--- config.mk ---
export PLATFORM = sky130hd
export DESIGN_NAME = sfdt_cmd
export DESIGN_NICKNAME = d
export VERILOG_FILES = /design/src/verilog/sfdt_pkg.sv /design/src/verilog/sfdt_apm_if.sv /design/src/verilog/sfdt_apm_calc.sv /design/src/verilog/sfdt_cmd.sv
export SDC_FILE = /design/constraint.sdc
export NUM_CORES = 1
export LEC_CHECK = 0
export BUFFER_PORTS_ARGS = -buffer_cell sky130_fd_sc_hd__buf_2
export CAP_MARGIN = 15
export CORE_MARGIN = 3
export CORE_UTILIZATION = 55
export CTS_BUF_LIST = sky130_fd_sc_hd__clkbuf_8
export DETAILED_ROUTE_END_ITERATION = 6
export PLACE_DENSITY = 0.83
export SKIP_LAST_GASP = 1
export SYNTH_ARGS = -nofsm -noshare
export SYNTH_HDL_FRONTEND = slang
export SYNTH_SLANG_ARGS = --single-unit
--- constraint.sdc ---
create_clock -name sys_clk -period 7.1 [get_ports sys_clk]
set_input_delay 1.065 -clock sys_clk [delete_from_list [all_inputs] [get_ports sys_clk]]
set_output_delay 1.065 -clock sys_clk [all_outputs]
set_load 0.01 [all_outputs]
--- src/verilog/sfdt_pkg.sv ---
// constants shared by the date-and-time and settings command block
package sfdt_pkg;
   // ===================================
   // opcodes and subcommand codes
   localparam logic [7:0] OP_SET_DATE = 8'h77;
   localparam logic [7:0] OP_SET_FEAT = 8'hef;
   localparam logic [7:0] SF_WC_ON = 8'h02;
   localparam logic [7:0] SF_XFER = 8'h03;
   localparam logic [7:0] SF_APM_ON = 8'h05;
   localparam logic [7:0] SF_PUIS_ON = 8'h06;
   localparam logic [7:0] SF_SPINUP = 8'h07;
   localparam logic [7:0] SF_SATA_ON = 8'h10;
   localparam logic [7:0] SF_HOST_TIME = 8'h43;
   localparam logic [7:0] SF_EPC = 8'h4a;
   localparam logic [7:0] SF_RLA_OFF = 8'h55;
   localparam logic [7:0] SF_REVERT_OFF = 8'h66;
   localparam logic [7:0] SF_WC_OFF = 8'h82;
   localparam logic [7:0] SF_APM_OFF = 8'h85;
   localparam logic [7:0] SF_PUIS_OFF = 8'h86;
   localparam logic [7:0] SF_SATA_OFF = 8'h90;
   localparam logic [7:0] SF_RLA_ON = 8'haa;
   localparam logic [7:0] SF_SENSE = 8'hc3;
   localparam logic [7:0] SF_REVERT_ON = 8'hcc;
   localparam logic [7:0] SF_RDP_CERT = 8'he0;
   // ===================================
   // transfer mode field
   localparam logic [4:0] XT_PIO_DEF = 5'h00;
   localparam logic [4:0] XT_PIO_FC = 5'h01;
   localparam logic [4:0] XT_MDMA = 5'h04;
   localparam logic [4:0] XT_UDMA = 5'h08;
   localparam logic [2:0] XM_IORDY_OFF = 3'h1;
   localparam logic [2:0] XM_PIO_FC_MAX = 3'h4;
   localparam logic [2:0] XM_MDMA_MAX = 3'h2;
   localparam logic [2:0] XM_UDMA_MAX = 3'h6;
   // ===================================
   // serial link feature codes, one settings bit each
   localparam int SATA_N = 7;
   localparam logic [7:0] SATA_CODE [SATA_N] = '{8'h01, 8'h02, 8'h03, 8'h04, 8'h06, 8'h09, 8'h0b};
   // ===================================
   // power management levels and idle delays in seconds
   localparam logic [7:0] APM_BAD_LO = 8'h00;
   localparam logic [7:0] APM_BAD_HI = 8'hff;
   localparam logic [7:0] APM_LPI_BASE = 8'h80;
   localparam logic [7:0] APM_IDLE_BASE = 8'hc0;
   localparam logic [7:0] APM_LRPM_BASE = 8'h40;
   localparam logic [8:0] Y1_BASE_SEC = 9'h078;
   localparam logic [8:0] Y1_STEP_SEC = 9'h005;
   localparam logic [12:0] Y2_BASE_SEC = 13'h0258;
   localparam logic [12:0] Y2_STEP_SEC = 13'h003c;
   typedef enum logic [1:0] {
      SFDT_DEEP_IDLE = 2'b00,
      SFDT_DEEP_LPI = 2'b01,
      SFDT_DEEP_LRPM = 2'b10
   } sfdt_deep_t;
   // ===================================
   // error register and register map
   localparam int ERR_ABORT_BIT = 2;
   localparam logic [5:0] RA_SETTINGS = 6'h00;
   localparam logic [5:0] RA_XFER = 6'h04;
   localparam logic [5:0] RA_APM = 6'h08;
   localparam logic [5:0] RA_TS_LO = 6'h0c;
   localparam logic [5:0] RA_TS_HI = 6'h10;
   localparam logic [5:0] RA_HOST_TIME = 6'h14;
   localparam logic [5:0] RA_CTRL = 6'h18;
   localparam logic [5:0] RA_ERROR = 6'h1c;
   localparam int CTRL_REASSIGN_FULL = 0;
endpackage : sfdt_pkg

--- src/verilog/sfdt_apm_if.sv ---
// carrier between the command decoder and the idle delay calculator
`timescale 1ns/1ps
`default_nettype none
interface sfdt_apm_if;
   import sfdt_pkg::*;
   logic [7:0] level;
   logic y1_set;
   logic [8:0] y1_now;
   sfdt_deep_t deep;
   logic [8:0] y1_new;
   logic [12:0] y2_new;
   modport calc (input level, input y1_set, input y1_now,
                 output deep, output y1_new, output y2_new);
   modport user (output level, output y1_set, output y1_now,
                 input deep, input y1_new, input y2_new);
endinterface : sfdt_apm_if
`default_nettype wire

--- src/verilog/sfdt_apm_calc.sv ---
// idle delay calculator for an advanced power management level
`timescale 1ns/1ps
`default_nettype none
module sfdt_apm_calc
   import sfdt_pkg::*;
(
   // level in, delays out
   sfdt_apm_if.calc apm
);
   // ===================================
   // level classes
   wire is_idle = apm.level >= APM_IDLE_BASE;
   wire is_lpi = apm.level >= APM_LPI_BASE && !is_idle;
   wire is_lrpm_hi = apm.level >= APM_LRPM_BASE && apm.level < APM_LPI_BASE;
   wire [5:0] step = apm.level[5:0];
   wire [8:0] y1_lpi = Y1_BASE_SEC + 9'(step) * Y1_STEP_SEC;
   wire [12:0] y2_hi = Y2_BASE_SEC + 13'(step) * Y2_STEP_SEC;
   wire [8:0] y1_kept = apm.y1_set ? apm.y1_now : Y1_BASE_SEC;

   assign apm.deep = is_idle ? SFDT_DEEP_IDLE : (is_lpi ? SFDT_DEEP_LPI : SFDT_DEEP_LRPM);
   assign apm.y1_new = is_idle ? Y1_BASE_SEC : (is_lpi ? y1_lpi : y1_kept);
   // no low rpm delay in low power idle; fixed floor below the upper band
   assign apm.y2_new = (is_idle || is_lpi) ? 13'h0000
                       : (is_lrpm_hi ? y2_hi : Y2_BASE_SEC);
endmodule : sfdt_apm_calc
`default_nettype wire

--- src/verilog/sfdt_cmd.sv ---
// set date-and-time and set-features command interpreter
//
// Chosen here: the register offsets and strobed register access.
`timescale 1ns/1ps
`default_nettype none
module sfdt_cmd
   import sfdt_pkg::*;
(
   // clock and resets
   input wire logic sys_clk,
   input wire logic rst_n,
   input wire logic hard_reset,
   input wire logic soft_reset,
   // command from the link layer
   input wire logic cmd_valid,
   input wire logic [7:0] cmd_opcode,
   input wire logic [7:0] cmd_feature,
   input wire logic [7:0] cmd_count,
   input wire logic [47:0] cmd_lba,
   output logic cmd_done,
   output logic [7:0] cmd_error,
   // settings to the rest of the drive
   output logic write_cache_on,
   output logic look_ahead_on,
   output logic apm_on,
   output logic [1:0] apm_deepest,
   output logic [8:0] lpi_delay_sec,
   output logic [12:0] lrpm_delay_sec,
   output logic standby_powerup_on,
   output logic spinup_req,
   output logic [47:0] timestamp,
   output logic pio_full_rate,
   output logic dma_full_rate,
   // register port
   input wire logic [5:0] reg_addr,
   input wire logic [31:0] reg_wdata,
   input wire logic reg_wr,
   input wire logic reg_rd,
   output logic [31:0] reg_rdata
);
   // ===================================
   // reset release
   logic rst_meta_n;
   logic rst_sync_n;
   always_ff @(posedge sys_clk or negedge rst_n) begin
      if (!rst_n) begin
         rst_meta_n <= 1'b0;
         rst_sync_n <= 1'b0;
      end else begin
         rst_meta_n <= 1'b1;
         rst_sync_n <= rst_meta_n;
      end
   end

   // ===================================
   // command decode
   logic revert_on;
   logic y1_set;
   logic reassign_full;
   wire any_reset = hard_reset || soft_reset;
   wire take = cmd_valid && !any_reset;
   wire is_date = take && cmd_opcode == OP_SET_DATE;
   wire is_feat = take && cmd_opcode == OP_SET_FEAT;
   wire [7:0] f = cmd_feature;
   wire f_xfer = f == SF_XFER;
   wire f_apm = f == SF_APM_ON;
   wire f_sata = f == SF_SATA_ON || f == SF_SATA_OFF;
   wire f_sense = f == SF_SENSE;
   wire known = f == SF_WC_ON || f_xfer || f_apm || f == SF_PUIS_ON || f == SF_SPINUP
                || f_sata || f == SF_HOST_TIME || f == SF_EPC || f == SF_RLA_OFF
                || f == SF_REVERT_OFF || f == SF_WC_OFF || f == SF_APM_OFF
                || f == SF_PUIS_OFF || f == SF_RLA_ON || f_sense || f == SF_REVERT_ON
                || f == SF_RDP_CERT;

   wire [4:0] xt = cmd_count[7:3];
   wire [2:0] xm = cmd_count[2:0];
   wire xfer_ok = (xt == XT_PIO_DEF && xm <= XM_IORDY_OFF)
                  || (xt == XT_PIO_FC && xm <= XM_PIO_FC_MAX)
                  || (xt == XT_MDMA && xm <= XM_MDMA_MAX)
                  || (xt == XT_UDMA && xm <= XM_UDMA_MAX);

   logic [SATA_N-1:0] sata_hit;
   wire sata_ok = |sata_hit;
   wire apm_ok = cmd_count != APM_BAD_LO && cmd_count != APM_BAD_HI;

   wire abort = is_feat && (!known || (f_xfer && !xfer_ok) || (f_sata && !sata_ok)
                || (f_apm && !apm_ok) || (f_sense && !cmd_count[0]));
   wire go = is_feat && !abort;
   wire do_wc_on = go && f == SF_WC_ON;
   wire do_wc_off = go && f == SF_WC_OFF;
   wire do_rla_on = go && f == SF_RLA_ON;
   wire do_rla_off = go && f == SF_RLA_OFF;
   wire do_rev_on = go && f == SF_REVERT_ON;
   wire do_rev_off = go && f == SF_REVERT_OFF;
   wire do_puis_on = go && f == SF_PUIS_ON;
   wire do_puis_off = go && f == SF_PUIS_OFF;
   wire do_xfer = go && f_xfer;
   wire do_host = go && f == SF_HOST_TIME;
   wire do_apm = go && f_apm;
   wire do_apm_off = go && f == SF_APM_OFF;
   // power state is wiped by hard reset, or by soft reset only when reverting
   wire apm_init = hard_reset || (soft_reset && revert_on);

   // ===================================
   // idle delay calculator
   sfdt_apm_if apm_bus ();
   assign apm_bus.level = cmd_count;
   assign apm_bus.y1_set = y1_set;
   assign apm_bus.y1_now = lpi_delay_sec;
   sfdt_apm_calc u_calc (
      .apm (apm_bus.calc)
   );
   wire to_idle = do_apm_off || (do_apm && apm_bus.deep == SFDT_DEEP_IDLE);

   // ===================================
   // command completion
   always_ff @(posedge sys_clk or negedge rst_sync_n) begin
      if (!rst_sync_n) begin
         cmd_done <= 1'b0;
         cmd_error <= 8'h00;
      end else begin
         cmd_done <= is_date || is_feat;
         if (is_date || is_feat) begin
            cmd_error <= 8'h00;
            cmd_error[ERR_ABORT_BIT] <= abort;
         end
      end
   end
   wire command_abort_flag = cmd_error[ERR_ABORT_BIT];

   // ===================================
   // timestamp and host sector times
   logic [15:0] pio_time;
   logic [15:0] dma_time;
   always_ff @(posedge sys_clk or negedge rst_sync_n) begin
      if (!rst_sync_n) begin
         timestamp <= 48'h0;
         pio_time <= 16'h0000;
         dma_time <= 16'h0000;
      end else begin
         if (is_date) timestamp <= cmd_lba;
         if (do_host) begin
            pio_time <= {cmd_lba[7:0], cmd_count};
            dma_time <= cmd_lba[23:8];
         end
      end
   end
   assign pio_full_rate = pio_time == 16'h0000;
   assign dma_full_rate = dma_time == 16'h0000;

   // ===================================
   // feature switches
   logic wc_req;
   logic rla;
   logic [7:0] xfer_mode;
   always_ff @(posedge sys_clk or negedge rst_sync_n) begin
      if (!rst_sync_n) begin
         wc_req <= 1'b1;
         rla <= 1'b1;
         revert_on <= 1'b0;
         standby_powerup_on <= 1'b0;
         spinup_req <= 1'b0;
         xfer_mode <= 8'h00;
      end else if (hard_reset) begin
         wc_req <= 1'b1;
         rla <= 1'b1;
         revert_on <= 1'b0;
         spinup_req <= 1'b0;
      end else begin
         if (do_wc_on) wc_req <= 1'b1;
         if (do_wc_off) wc_req <= 1'b0;
         if (do_rla_on) rla <= 1'b1;
         if (do_rla_off) rla <= 1'b0;
         if (do_rev_on) revert_on <= 1'b1;
         if (do_rev_off) revert_on <= 1'b0;
         if (do_puis_on) standby_powerup_on <= 1'b1;
         if (do_puis_off) standby_powerup_on <= 1'b0;
         spinup_req <= go && f == SF_SPINUP;
         if (do_xfer) xfer_mode <= cmd_count;
      end
   end
   // the request is kept so the cache comes back by itself once reassign_full clears
   assign write_cache_on = wc_req && !reassign_full;
   assign look_ahead_on = rla;

   // ===================================
   // serial link feature bits
   logic [SATA_N-1:0] sata_en;
   genvar gi;
   generate
      for (gi = 0; gi < SATA_N; gi++) begin : g_sata
         assign sata_hit[gi] = cmd_count == SATA_CODE[gi];
         always_ff @(posedge sys_clk or negedge rst_sync_n) begin
            if (!rst_sync_n) begin
               sata_en[gi] <= 1'b0;
            end else if (go && f_sata && sata_hit[gi]) begin
               sata_en[gi] <= f == SF_SATA_ON;
            end
         end
      end
   endgenerate

   // ===================================
   // power management state
   logic [7:0] apm_level;
   sfdt_deep_t deep;
   always_ff @(posedge sys_clk or negedge rst_sync_n) begin
      if (!rst_sync_n) begin
         apm_on <= 1'b0;
         deep <= SFDT_DEEP_IDLE;
         apm_level <= 8'h00;
         y1_set <= 1'b0;
         lpi_delay_sec <= Y1_BASE_SEC;
         lrpm_delay_sec <= 13'h0000;
      end else if (apm_init || to_idle) begin
         apm_on <= do_apm;
         deep <= SFDT_DEEP_IDLE;
         apm_level <= do_apm ? cmd_count : 8'h00;
         y1_set <= 1'b0;
         lpi_delay_sec <= Y1_BASE_SEC;
         lrpm_delay_sec <= 13'h0000;
      end else if (do_apm) begin
         apm_on <= 1'b1;
         deep <= apm_bus.deep;
         apm_level <= cmd_count;
         y1_set <= 1'b1;
         lpi_delay_sec <= apm_bus.y1_new;
         lrpm_delay_sec <= apm_bus.y2_new;
      end
   end
   assign apm_deepest = deep;

   // ===================================
   // register port
   always_ff @(posedge sys_clk or negedge rst_sync_n) begin
      if (!rst_sync_n) begin
         reassign_full <= 1'b0;
      end else if (reg_wr && reg_addr == RA_CTRL) begin
         reassign_full <= reg_wdata[CTRL_REASSIGN_FULL];
      end
   end

   logic [31:0] rd_mux;
   always_comb begin
      rd_mux = 32'h0;
      unique case (reg_addr)
         RA_SETTINGS: rd_mux = {16'h0, 1'b0, sata_en, 2'(deep), apm_on,
                                standby_powerup_on, 1'b0, revert_on, rla, write_cache_on};
         RA_XFER: rd_mux = {24'h0, xfer_mode};
         RA_APM: rd_mux = {apm_level, lpi_delay_sec[7:0], 1'b0, lpi_delay_sec[8],
                           1'b0, lrpm_delay_sec};
         RA_TS_LO: rd_mux = timestamp[31:0];
         RA_TS_HI: rd_mux = {16'h0, timestamp[47:32]};
         RA_HOST_TIME: rd_mux = {dma_time, pio_time};
         RA_CTRL: rd_mux = {31'h0, reassign_full};
         RA_ERROR: rd_mux = {24'h0, cmd_error};
         default: rd_mux = 32'h0;
      endcase
   end
   always_ff @(posedge sys_clk or negedge rst_sync_n) begin
      if (!rst_sync_n) reg_rdata <= 32'h0;
      else if (reg_rd) reg_rdata <= rd_mux;
      else reg_rdata <= 32'h0;
   end

   // ===================================
   // checks
   chk_date_load: assert property (@(posedge sys_clk) disable iff (!rst_sync_n)
      is_date |=> timestamp == $past(cmd_lba) && cmd_done && !command_abort_flag)
      else $error("timestamp not loaded");
   chk_abort_unknown: assert property (@(posedge sys_clk) disable iff (!rst_sync_n)
      is_feat && !known |=> cmd_done && command_abort_flag)
      else $error("unknown subcommand not aborted");
   chk_revert_codes: assert property (@(posedge sys_clk) disable iff (!rst_sync_n)
      go && f == SF_REVERT_OFF && !hard_reset |=> !revert_on)
      else $error("revert not disabled");
   chk_rla_codes: assert property (@(posedge sys_clk) disable iff (!rst_sync_n)
      go && f == SF_RLA_ON |=> look_ahead_on)
      else $error("look-ahead not enabled");
   chk_hard_defaults: assert property (@(posedge sys_clk) disable iff (!rst_sync_n)
      hard_reset |=> look_ahead_on && !revert_on && (write_cache_on || reassign_full))
      else $error("hard reset defaults wrong");
   chk_cache_forced: assert property (@(posedge sys_clk) disable iff (!rst_sync_n)
      reassign_full |-> !write_cache_on)
      else $error("cache on while capacity full");
   chk_cache_accept: assert property (@(posedge sys_clk) disable iff (!rst_sync_n)
      do_wc_on |=> cmd_done && !command_abort_flag && write_cache_on == !reassign_full)
      else $error("enable-cache not accepted cleanly");
   chk_apm_bad_level: assert property (@(posedge sys_clk) disable iff (!rst_sync_n)
      is_feat && f_apm && (cmd_count == 8'hff || cmd_count == 8'h00)
      |=> command_abort_flag && $stable(apm_on))
      else $error("bad power level accepted");
   chk_soft_keep: assert property (@(posedge sys_clk) disable iff (!rst_sync_n)
      soft_reset && !hard_reset && !revert_on |=> $stable(lpi_delay_sec) && $stable(apm_on))
      else $error("soft reset changed power state");
   chk_host_time: assert property (@(posedge sys_clk) disable iff (!rst_sync_n)
      do_host |=> pio_time == {$past(cmd_lba[7:0]), $past(cmd_count)}
                  && dma_full_rate == ($past(cmd_lba[23:8]) == 16'h0000))
      else $error("host sector times wrong");
   chk_xfer_bad: assert property (@(posedge sys_clk) disable iff (!rst_sync_n)
      is_feat && f_xfer && cmd_count == 8'h47
      |=> cmd_done && command_abort_flag && xfer_mode == $past(xfer_mode))
      else $error("illegal ultra mode accepted");
   chk_apm_off: assert property (@(posedge sys_clk) disable iff (!rst_sync_n)
      do_apm_off |=> !apm_on && apm_deepest == SFDT_DEEP_IDLE && lrpm_delay_sec == 13'h0000)
      else $error("power management not disabled");
   chk_spinup_pulse: assert property (@(posedge sys_clk) disable iff (!rst_sync_n)
      go && f == SF_SPINUP |=> spinup_req)
      else $error("spin-up not requested");
   chk_sata_bit: assert property (@(posedge sys_clk) disable iff (!rst_sync_n)
      go && f == SF_SATA_ON && sata_hit[SATA_N-1] |=> sata_en[SATA_N-1])
      else $error("serial link feature not enabled");
   // expected delays are worked from the level, not taken from the calculator
   chk_lpi_delay: assert property (@(posedge sys_clk) disable iff (!rst_sync_n)
      do_apm && cmd_count[7:6] == 2'b10
      |=> lpi_delay_sec == Y1_BASE_SEC + 9'($past(cmd_count) - APM_LPI_BASE) * Y1_STEP_SEC
          && apm_deepest == SFDT_DEEP_LPI && lrpm_delay_sec == 13'h0000)
      else $error("low power idle delay wrong");
   chk_lrpm_upper: assert property (@(posedge sys_clk) disable iff (!rst_sync_n)
      do_apm && cmd_count[7:6] == 2'b01
      |=> lrpm_delay_sec == Y2_BASE_SEC + 13'($past(cmd_count) - APM_LRPM_BASE) * Y2_STEP_SEC)
      else $error("low rpm idle delay wrong");
   chk_lrpm_floor: assert property (@(posedge sys_clk) disable iff (!rst_sync_n)
      do_apm && cmd_count[7:6] == 2'b00
      |=> lrpm_delay_sec == Y2_BASE_SEC && apm_deepest == SFDT_DEEP_LRPM)
      else $error("low rpm floor delay wrong");
   chk_lpi_kept: assert property (@(posedge sys_clk) disable iff (!rst_sync_n)
      do_apm && !cmd_count[7]
      |=> lpi_delay_sec == ($past(y1_set) ? $past(lpi_delay_sec) : Y1_BASE_SEC))
      else $error("low power idle delay not kept");
   chk_hard_apm: assert property (@(posedge sys_clk) disable iff (!rst_sync_n)
      hard_reset |=> !apm_on && lpi_delay_sec == Y1_BASE_SEC && lrpm_delay_sec == 13'h0000)
      else $error("hard reset kept power state");
endmodule : sfdt_cmd
`default_nettype wire

==> results of run 1 <==
## flip-flops by register name, summed over array words and instances (netlist names), 2 cells and up
name	flops
sata_en	7
timestamp	48
lpi_delay_sec	9
lrpm_delay_sec	11
apm_level	8
dma_time	16
reg_rdata	32
pio_time	16
apm_deepest	2
xfer_mode	8
## power by group
part	total [uW]	switching, uW	internal [uW]
sequential	980	12.4	967
clock	651	382	269
combinational	311	183	128
total	1940	578	1360
## area by class of cell
| class | instances | area [sq um] | share of cell area [%] |
|---|---|---|---|
| Clock inverter | 14 | 133 | 1.28 |
| Antenna cell | 1 | 2.50 | 0.0241 |
| Tap cell | 211 | 264 | 2.55 |
| Sequential cell | 169 | 4240 | 40.9 |
| Inverter | 32 | 120 | 1.16 |
| Timing Repair Buffer | 205 | 1090 | 10.5 |
| Multi-Input combinational cell | 516 | 4270 | 41.2 |
| Clock buffer | 18 | 248 | 2.39 |
## worst max-delay path, stage by stage
cell and delay [ns]:
buf_2 0.31, inv_1 0.25, ha_1 0.25, mux2i_1 0.14
a21oi_1 0.08, a2111oi_1 0.70, o211ai_4 0.22, nor2b_1 0.62
nor2b_1 0.72, mux2_1 0.40
## path summary, 6_finish.rpt
| path | slack (ns) | start | cells after the start | to |
|---|---|---|---|---|
| max | 2.68 | cmd_count[2] | 10 | xfer_mode[5] |
| min | 0.36 | rst_meta_n | 0 | rst_sync_n |
| max reg2reg | 5.40 | rst_sync_n | 2 | look_ahead_on |
| min reg2reg | 0.36 | rst_meta_n | 0 | rst_sync_n |
| max in group asynchronous | 5.40 | rst_sync_n | 2 | look_ahead_on |
| min in group asynchronous | 0.38 | rst_n | 1 | rst_sync_n |
## cell families (layout without fill, tap and decap cells)
kind of cell | Yosys count | in the layout | synth area share, %
AO/OA/AOI/OAI | 137 | 137 | 10.8
XOR/XNOR | 16 | 16 | 1.58
adder cells (fa/ha/maj) | 44 | 44 | 7.33
buffers and inverters | 83 | 269 | 4.30
flip-flops | 169 | 169 | 47.9
multiplexers | 127 | 127 | 16.5
other | 2 | 11 | 0.0849
AND/OR/NAND/NOR | 182 | 182 | 11.5
## cell usage in the layout, fill, tap and decap left out, types with 4 or more instances in the layout
| master | Yosys | layout |
|---|---|---|
| nor4_1 | 13 | 12 |
| mux2_2 | 75 | 75 |
| nand2_1 | 31 | 31 |
| mux2i_1 | 11 | 11 |
| nor3_1 | 10 | 10 |
| or2_2 | 4 | 4 |
| or4bb_1 | 4 | 4 |
| conb_1 | 2 | 10 |
| nor2b_1 | 11 | 11 |
| xor2_1 | 6 | 6 |
| inv_1 | 32 | 32 |
| nand3_1 | 19 | 19 |
| buf_4 | 9 | 7 |
| dfrtp_1 | 163 | 162 |
| mux2_1 | 37 | 37 |
| nand2b_1 | 7 | 7 |
| a31oi_1 | 6 | 6 |
| fa_1 | 13 | 13 |
| nor2_1 | 40 | 39 |
| mux4_2 | 4 | 4 |
| a21oi_1 | 34 | 34 |
| inv_8 | 0 | 5 |
| nand4_1 | 14 | 14 |
| inv_6 | 0 | 4 |
| buf_2 | 10 | 196 |
| clkbuf_8 | 0 | 18 |
| ha_1 | 31 | 31 |
| dfstp_2 | 6 | 6 |
| a22oi_1 | 38 | 38 |
| o21ai_0 | 15 | 15 |
| xnor2_1 | 10 | 10 |
| a211oi_1 | 6 | 6 |
| a22o_1 | 5 | 5 |
## layer usage
metal  share of wire (%)  wire, microns
met5               0.030              7
met4                 2.0            458
met3                 7.9           1840
met2                  49          11300
met1                  41           9630
## per-stage QoR
step                instances  setup slack, ns
global placement         1131             2.29
detailed placement       1131             2.19
finish                   1166             2.68
CTS                      1163             2.70
floorplan                 768             2.05
global route             1166             2.34
==> impl_metrics.yaml, run 1 <==
synthesis:
  yosys_warnings: 0
  synth_cells: 760
  synth_top_area_share_pct: 46.1
  yosysUniqueCellTypes: 76
  synth_area_per_cell_sq_um: 11.6
  yosysMostFrequentCell: "dfrtp_1"
  synth_edf_count: 0
  synth_seq_cells: 169
  synth_top_area_cell: "dfrtp_1"
  netlist_area_sq_um: 8840
  synth.top_cells.by_area: "dfrtp_1 (46%), mux2_2 (9.5%), mux2_1 (4.7%)"
  seq_area_frac_synth_pct: 47.9
  async_flop_share_pct: 100
  ys_top_cells_by_count: "dfrtp_1 (163), mux2_2 (75), nor2_1 (40)"
  synth_ff_type: "dfrtp_1"
worst_setup_path:
  crit_arrival_ns: 4.76
  cp_max_fo: 13
  crit_type: "primary input to flop"
  start_kind: "primary input"
  worst_ep_required_time_ns: 7.44
  cp-end-kind: "flop"
job:
  drv_cap: 0
die:
  rows: 45
  die_w_microns: 133
  io_pins: 237
  initial_core_util_pct: 57.1
  die-area_sq_um: 17600
  die_height_microns: 133
  core-area_sq_um: 15500
timing:
  setup_tns_ns: 0
  rsz0062_at_grt: "no"
  timing.fmax_mhz: 226
  slew_headroom_pct: 24.7
  post-route-min-period_ns: 4.42
  clock_skew_ns: 0.0137
  holdWs_ns: 0.361
  finalCritPeriodShare_pct: 62.3
  slew_viol_final: 0
  setup_viol: 0
  finalHoldViolCount: 0
  worst_pin_slew_ns: 1.12
grt:
  grtUsageMet3_pct: 5.32
  gr-total-overflow: 0
  grt_max_degree: 90
  grt_pass1_wl_mm: 36.1
  grt_pass1_vias: 6613
  met2_usage_pct: 42.0
  antenna_found_initial: 2
  top_usage_layer: "met2"
  grtUsageMet1_pct: 35.8
  grt_use_total_pct: 26.0
route:
  antenna_left: 0
  dr.first_iter.drc_count: 569
  wire_per_inst_microns: 19.9
  first_pass_iters: 6
  drc: 0
  viasPerCell: 5.87
  drt_wl_total_mm: 23.2
  vias: 6849
finish:
  areaGrowthSynthToFinish_pct: 17.2
  fin_util_pct: 66.9
  nets: 1102
  post-route-cell-area_sq_um: 10400
  layout-drive-gt1-share_pct: 35.4
  num-fill-cells: 1168
place:
  hpwlAfterDp_mm: 17.3
  port_buffers: 196
  placement.cell_area_sq_um: 9920
  gp_congestion: 0.873
clocking:
  h-tree-depth: 4
  root_buffer: "clkbuf_8"
  cts_tree: "done"
  insertion_delay_ns: 0.46
  clk_pin_slew_worst_paths_ns: 0.09
  clockBufferDepth: 2
  cts-hold-fix-buffers: 0
  postCtsSetupRepairBufs: 0
  cts_buffers: 17
  cts_resized: 0
  cts_sinks: 169
power_and_ir_drop:
  powerDensity_nw_per_um2: 187
  total_power_uw: 1940
  peakVddDrop_uv: 111
  power.leakage_uw: 0.00527
run_status:
  status: "complete, no violations"
hold_path:
  hp-class: "flop to flop"
Note: power is estimated with default switching activity, not from simulation.
==> inputs of run 2 (changes only) <==
Settings changed: CORE_UTILIZATION 55 to 50, PLACE_DENSITY 0.83 to 0.8.
Clock period 7.1 ns to 4 ns, I/O delays scaled along.
==> run 2 against run 1 <==
Net effect: hold slack worse by 0.073 ns; first-iteration DRC count grew 12%; clock skew about the same; wire length rose by 3.2%; clock-buffer cell count down 1; total power grew 83%.
==> impl_metrics.yaml, run 2 (synthesis results as in run 1) <==
clocking:
  cts-hold-fix-buffers: 1
  cts_resized: 0
  cts_tree: "done"
  postCtsSetupRepairBufs: 0
  insertion_delay_ns: 0.46
  h-tree-depth: 4
  cts_buffers: 17
  clk_pin_slew_worst_paths_ns: 0.09
  cts_sinks: 169
  root_buffer: "clkbuf_8"
  clockBufferDepth: 2
grt:
  grtUsageMet3_pct: 5.21
  antenna_found_initial: 0
  grt_pass1_wl_mm: 37.8
  gr-total-overflow: 0
  top_usage_layer: "met2"
  met2_usage_pct: 39.8
  grt_use_total_pct: 24.7
  grtUsageMet1_pct: 33.3
  grt_pass1_vias: 6847
  grt_max_degree: 86
die:
  die-area_sq_um: 19300
  core-area_sq_um: 17300
  rows: 48
  die_w_microns: 139
  die_height_microns: 139
  initial_core_util_pct: 51.1
  io_pins: 237
route:
  drc: 0
  wire_per_inst_microns: 20.1
  viasPerCell: 5.74
  first_pass_iters: 5
  vias: 6865
  antenna_left: 0
  dr.first_iter.drc_count: 640
  drt_wl_total_mm: 24.0
job:
  drv_cap: 0
power_and_ir_drop:
  peakVddDrop_uv: 201
  powerDensity_nw_per_um2: 337
  power.leakage_uw: 0.00535
finish:
  layout-drive-gt1-share_pct: 36.4
  final_common_cell: "buf_2"
  largestRegisters: "timestamp: 48 flops, reg_rdata: 32 flops"
  areaGrowthSynthToFinish_pct: 18.9
  final_cell_mix: "buf_2 (196), dfrtp_1 (162), mux2_2 (75), nor2_1 (39), a22oi_1 (38)"
  final_cells: 1195
  nets: 1118
  antenna_cells: 0
  largest_reg_flops: 48
  num-fill-cells: 1408
  top_register: "timestamp"
place:
  post-place-ws_ns: 0.155
  port_buffers: 196
  dp.cells: 1162
  hpwlAfterDp_mm: 17.9
  gp_congestion: 0.910
timing:
  finalCritPeriodShare_pct: 84.3
  finalHoldViolCount: 0
  timing.fmax_mhz: 297
  clock_skew_ns: 0.0134
  slew_headroom_pct: 29.6
  rsz0062_at_grt: "no"
  worst_pin_slew_ns: 1.06
  setup_ws_ns: 0.629
  setup_tns_ns: 0
  slew_viol_final: 0
  post-route-min-period_ns: 3.37
  setup_viol: 0
worst_setup_path:
  cp-end-kind: "flop"
  crit_arrival_ns: 3.76
  cp_max_fo: 3
  crit_type: "primary input to flop"
  worst_ep_required_time_ns: 4.39
  start_kind: "primary input"
run_status:
  status: "complete, no violations"
hold_path:
  hp-class: "flop to async pin"
## run 2: cell types whose count changed in the layout (fill, tap and decap cells not counted), sizes merged
cell | previous run | this run
clkinv | 3 | 7
dlygate4sd3 | 0 | 1
clkinvlp | 2 | 3
clkbuf | 18 | 17
bufinv | 0 | 3
diode | 1 | 0
inv | 41 | 34
buf | 205 | 220
## run 2: cell type report
cell class | count | area, sq um | share of cell area (%)
clock inverter | 15 | 176 | 1.68
sequential | 169 | 4240 | 40.3
tap | 225 | 282 | 2.68
timing repair buffer | 221 | 1200 | 11.4
clock buffer | 17 | 234 | 2.23
inverter | 32 | 120 | 1.14
multi-input combinational | 516 | 4270 | 40.6
## run 2: path summary, 6_finish.rpt
| check | from | endpoint | slack [ns] | depth (start not counted) |
|---|---|---|---|---|
| hold reg to reg | rst_sync_n | timestamp[25] | 0.29 | 0 |
| setup / recovery | cmd_count[0] | lrpm_delay_sec[10] | 0.63 | 13 |
| hold / removal | rst_sync_n | timestamp[25] | 0.29 | 0 |
| setup reg to reg | revert_on | lpi_delay_sec[3] | 2.60 | 4 |
| max in group asynchronous | rst_sync_n | timestamp[1] | 2.73 | 1 |
| min in group sys_clk | cmd_lba[44] | timestamp[44] | 0.36 | 2 |
## run 2: critical path, cell delays in order
cell and delay (ns):
buf_2 0.12, fa_1 0.57, inv_1 0.07, fa_1 0.55, inv_1 0.06, ha_1 0.28, a21o_1 0.21, a2111oi_0 0.45
xnor2_1 0.20, a31oi_1 0.25, xor2_1 0.17, nand3_1 0.09, a21oi_1 0.15
## run 2: power breakdown
group	switching [uW]	internal [uW]	total [uW]
registers	14.8	1720	1730
clock network	632	618	1250
logic	334	233	567
## run 2: stage by stage
step	instance area, sq um	util, %	hold WS (ns)	total power (uW)
after floorplan	8880	-	0.304	2150
after CTS	10500	60.8	0.302	3560
final	10500	60.8	0.289	3550
after detailed placement	10100	58.4	0.293	2330
after global placement	10100	58.4	0.289	2310
after global routing	10500	60.8	0.330	3700
## run 2: metal layers
layer | vias to the layer above | share of wire [%]
li1 | 3147 | -
met5 | - | 0
met2 | 274 | 49
met1 | 3395 | 41
met4 | 0 | 2.7
met3 | 49 | 7.1
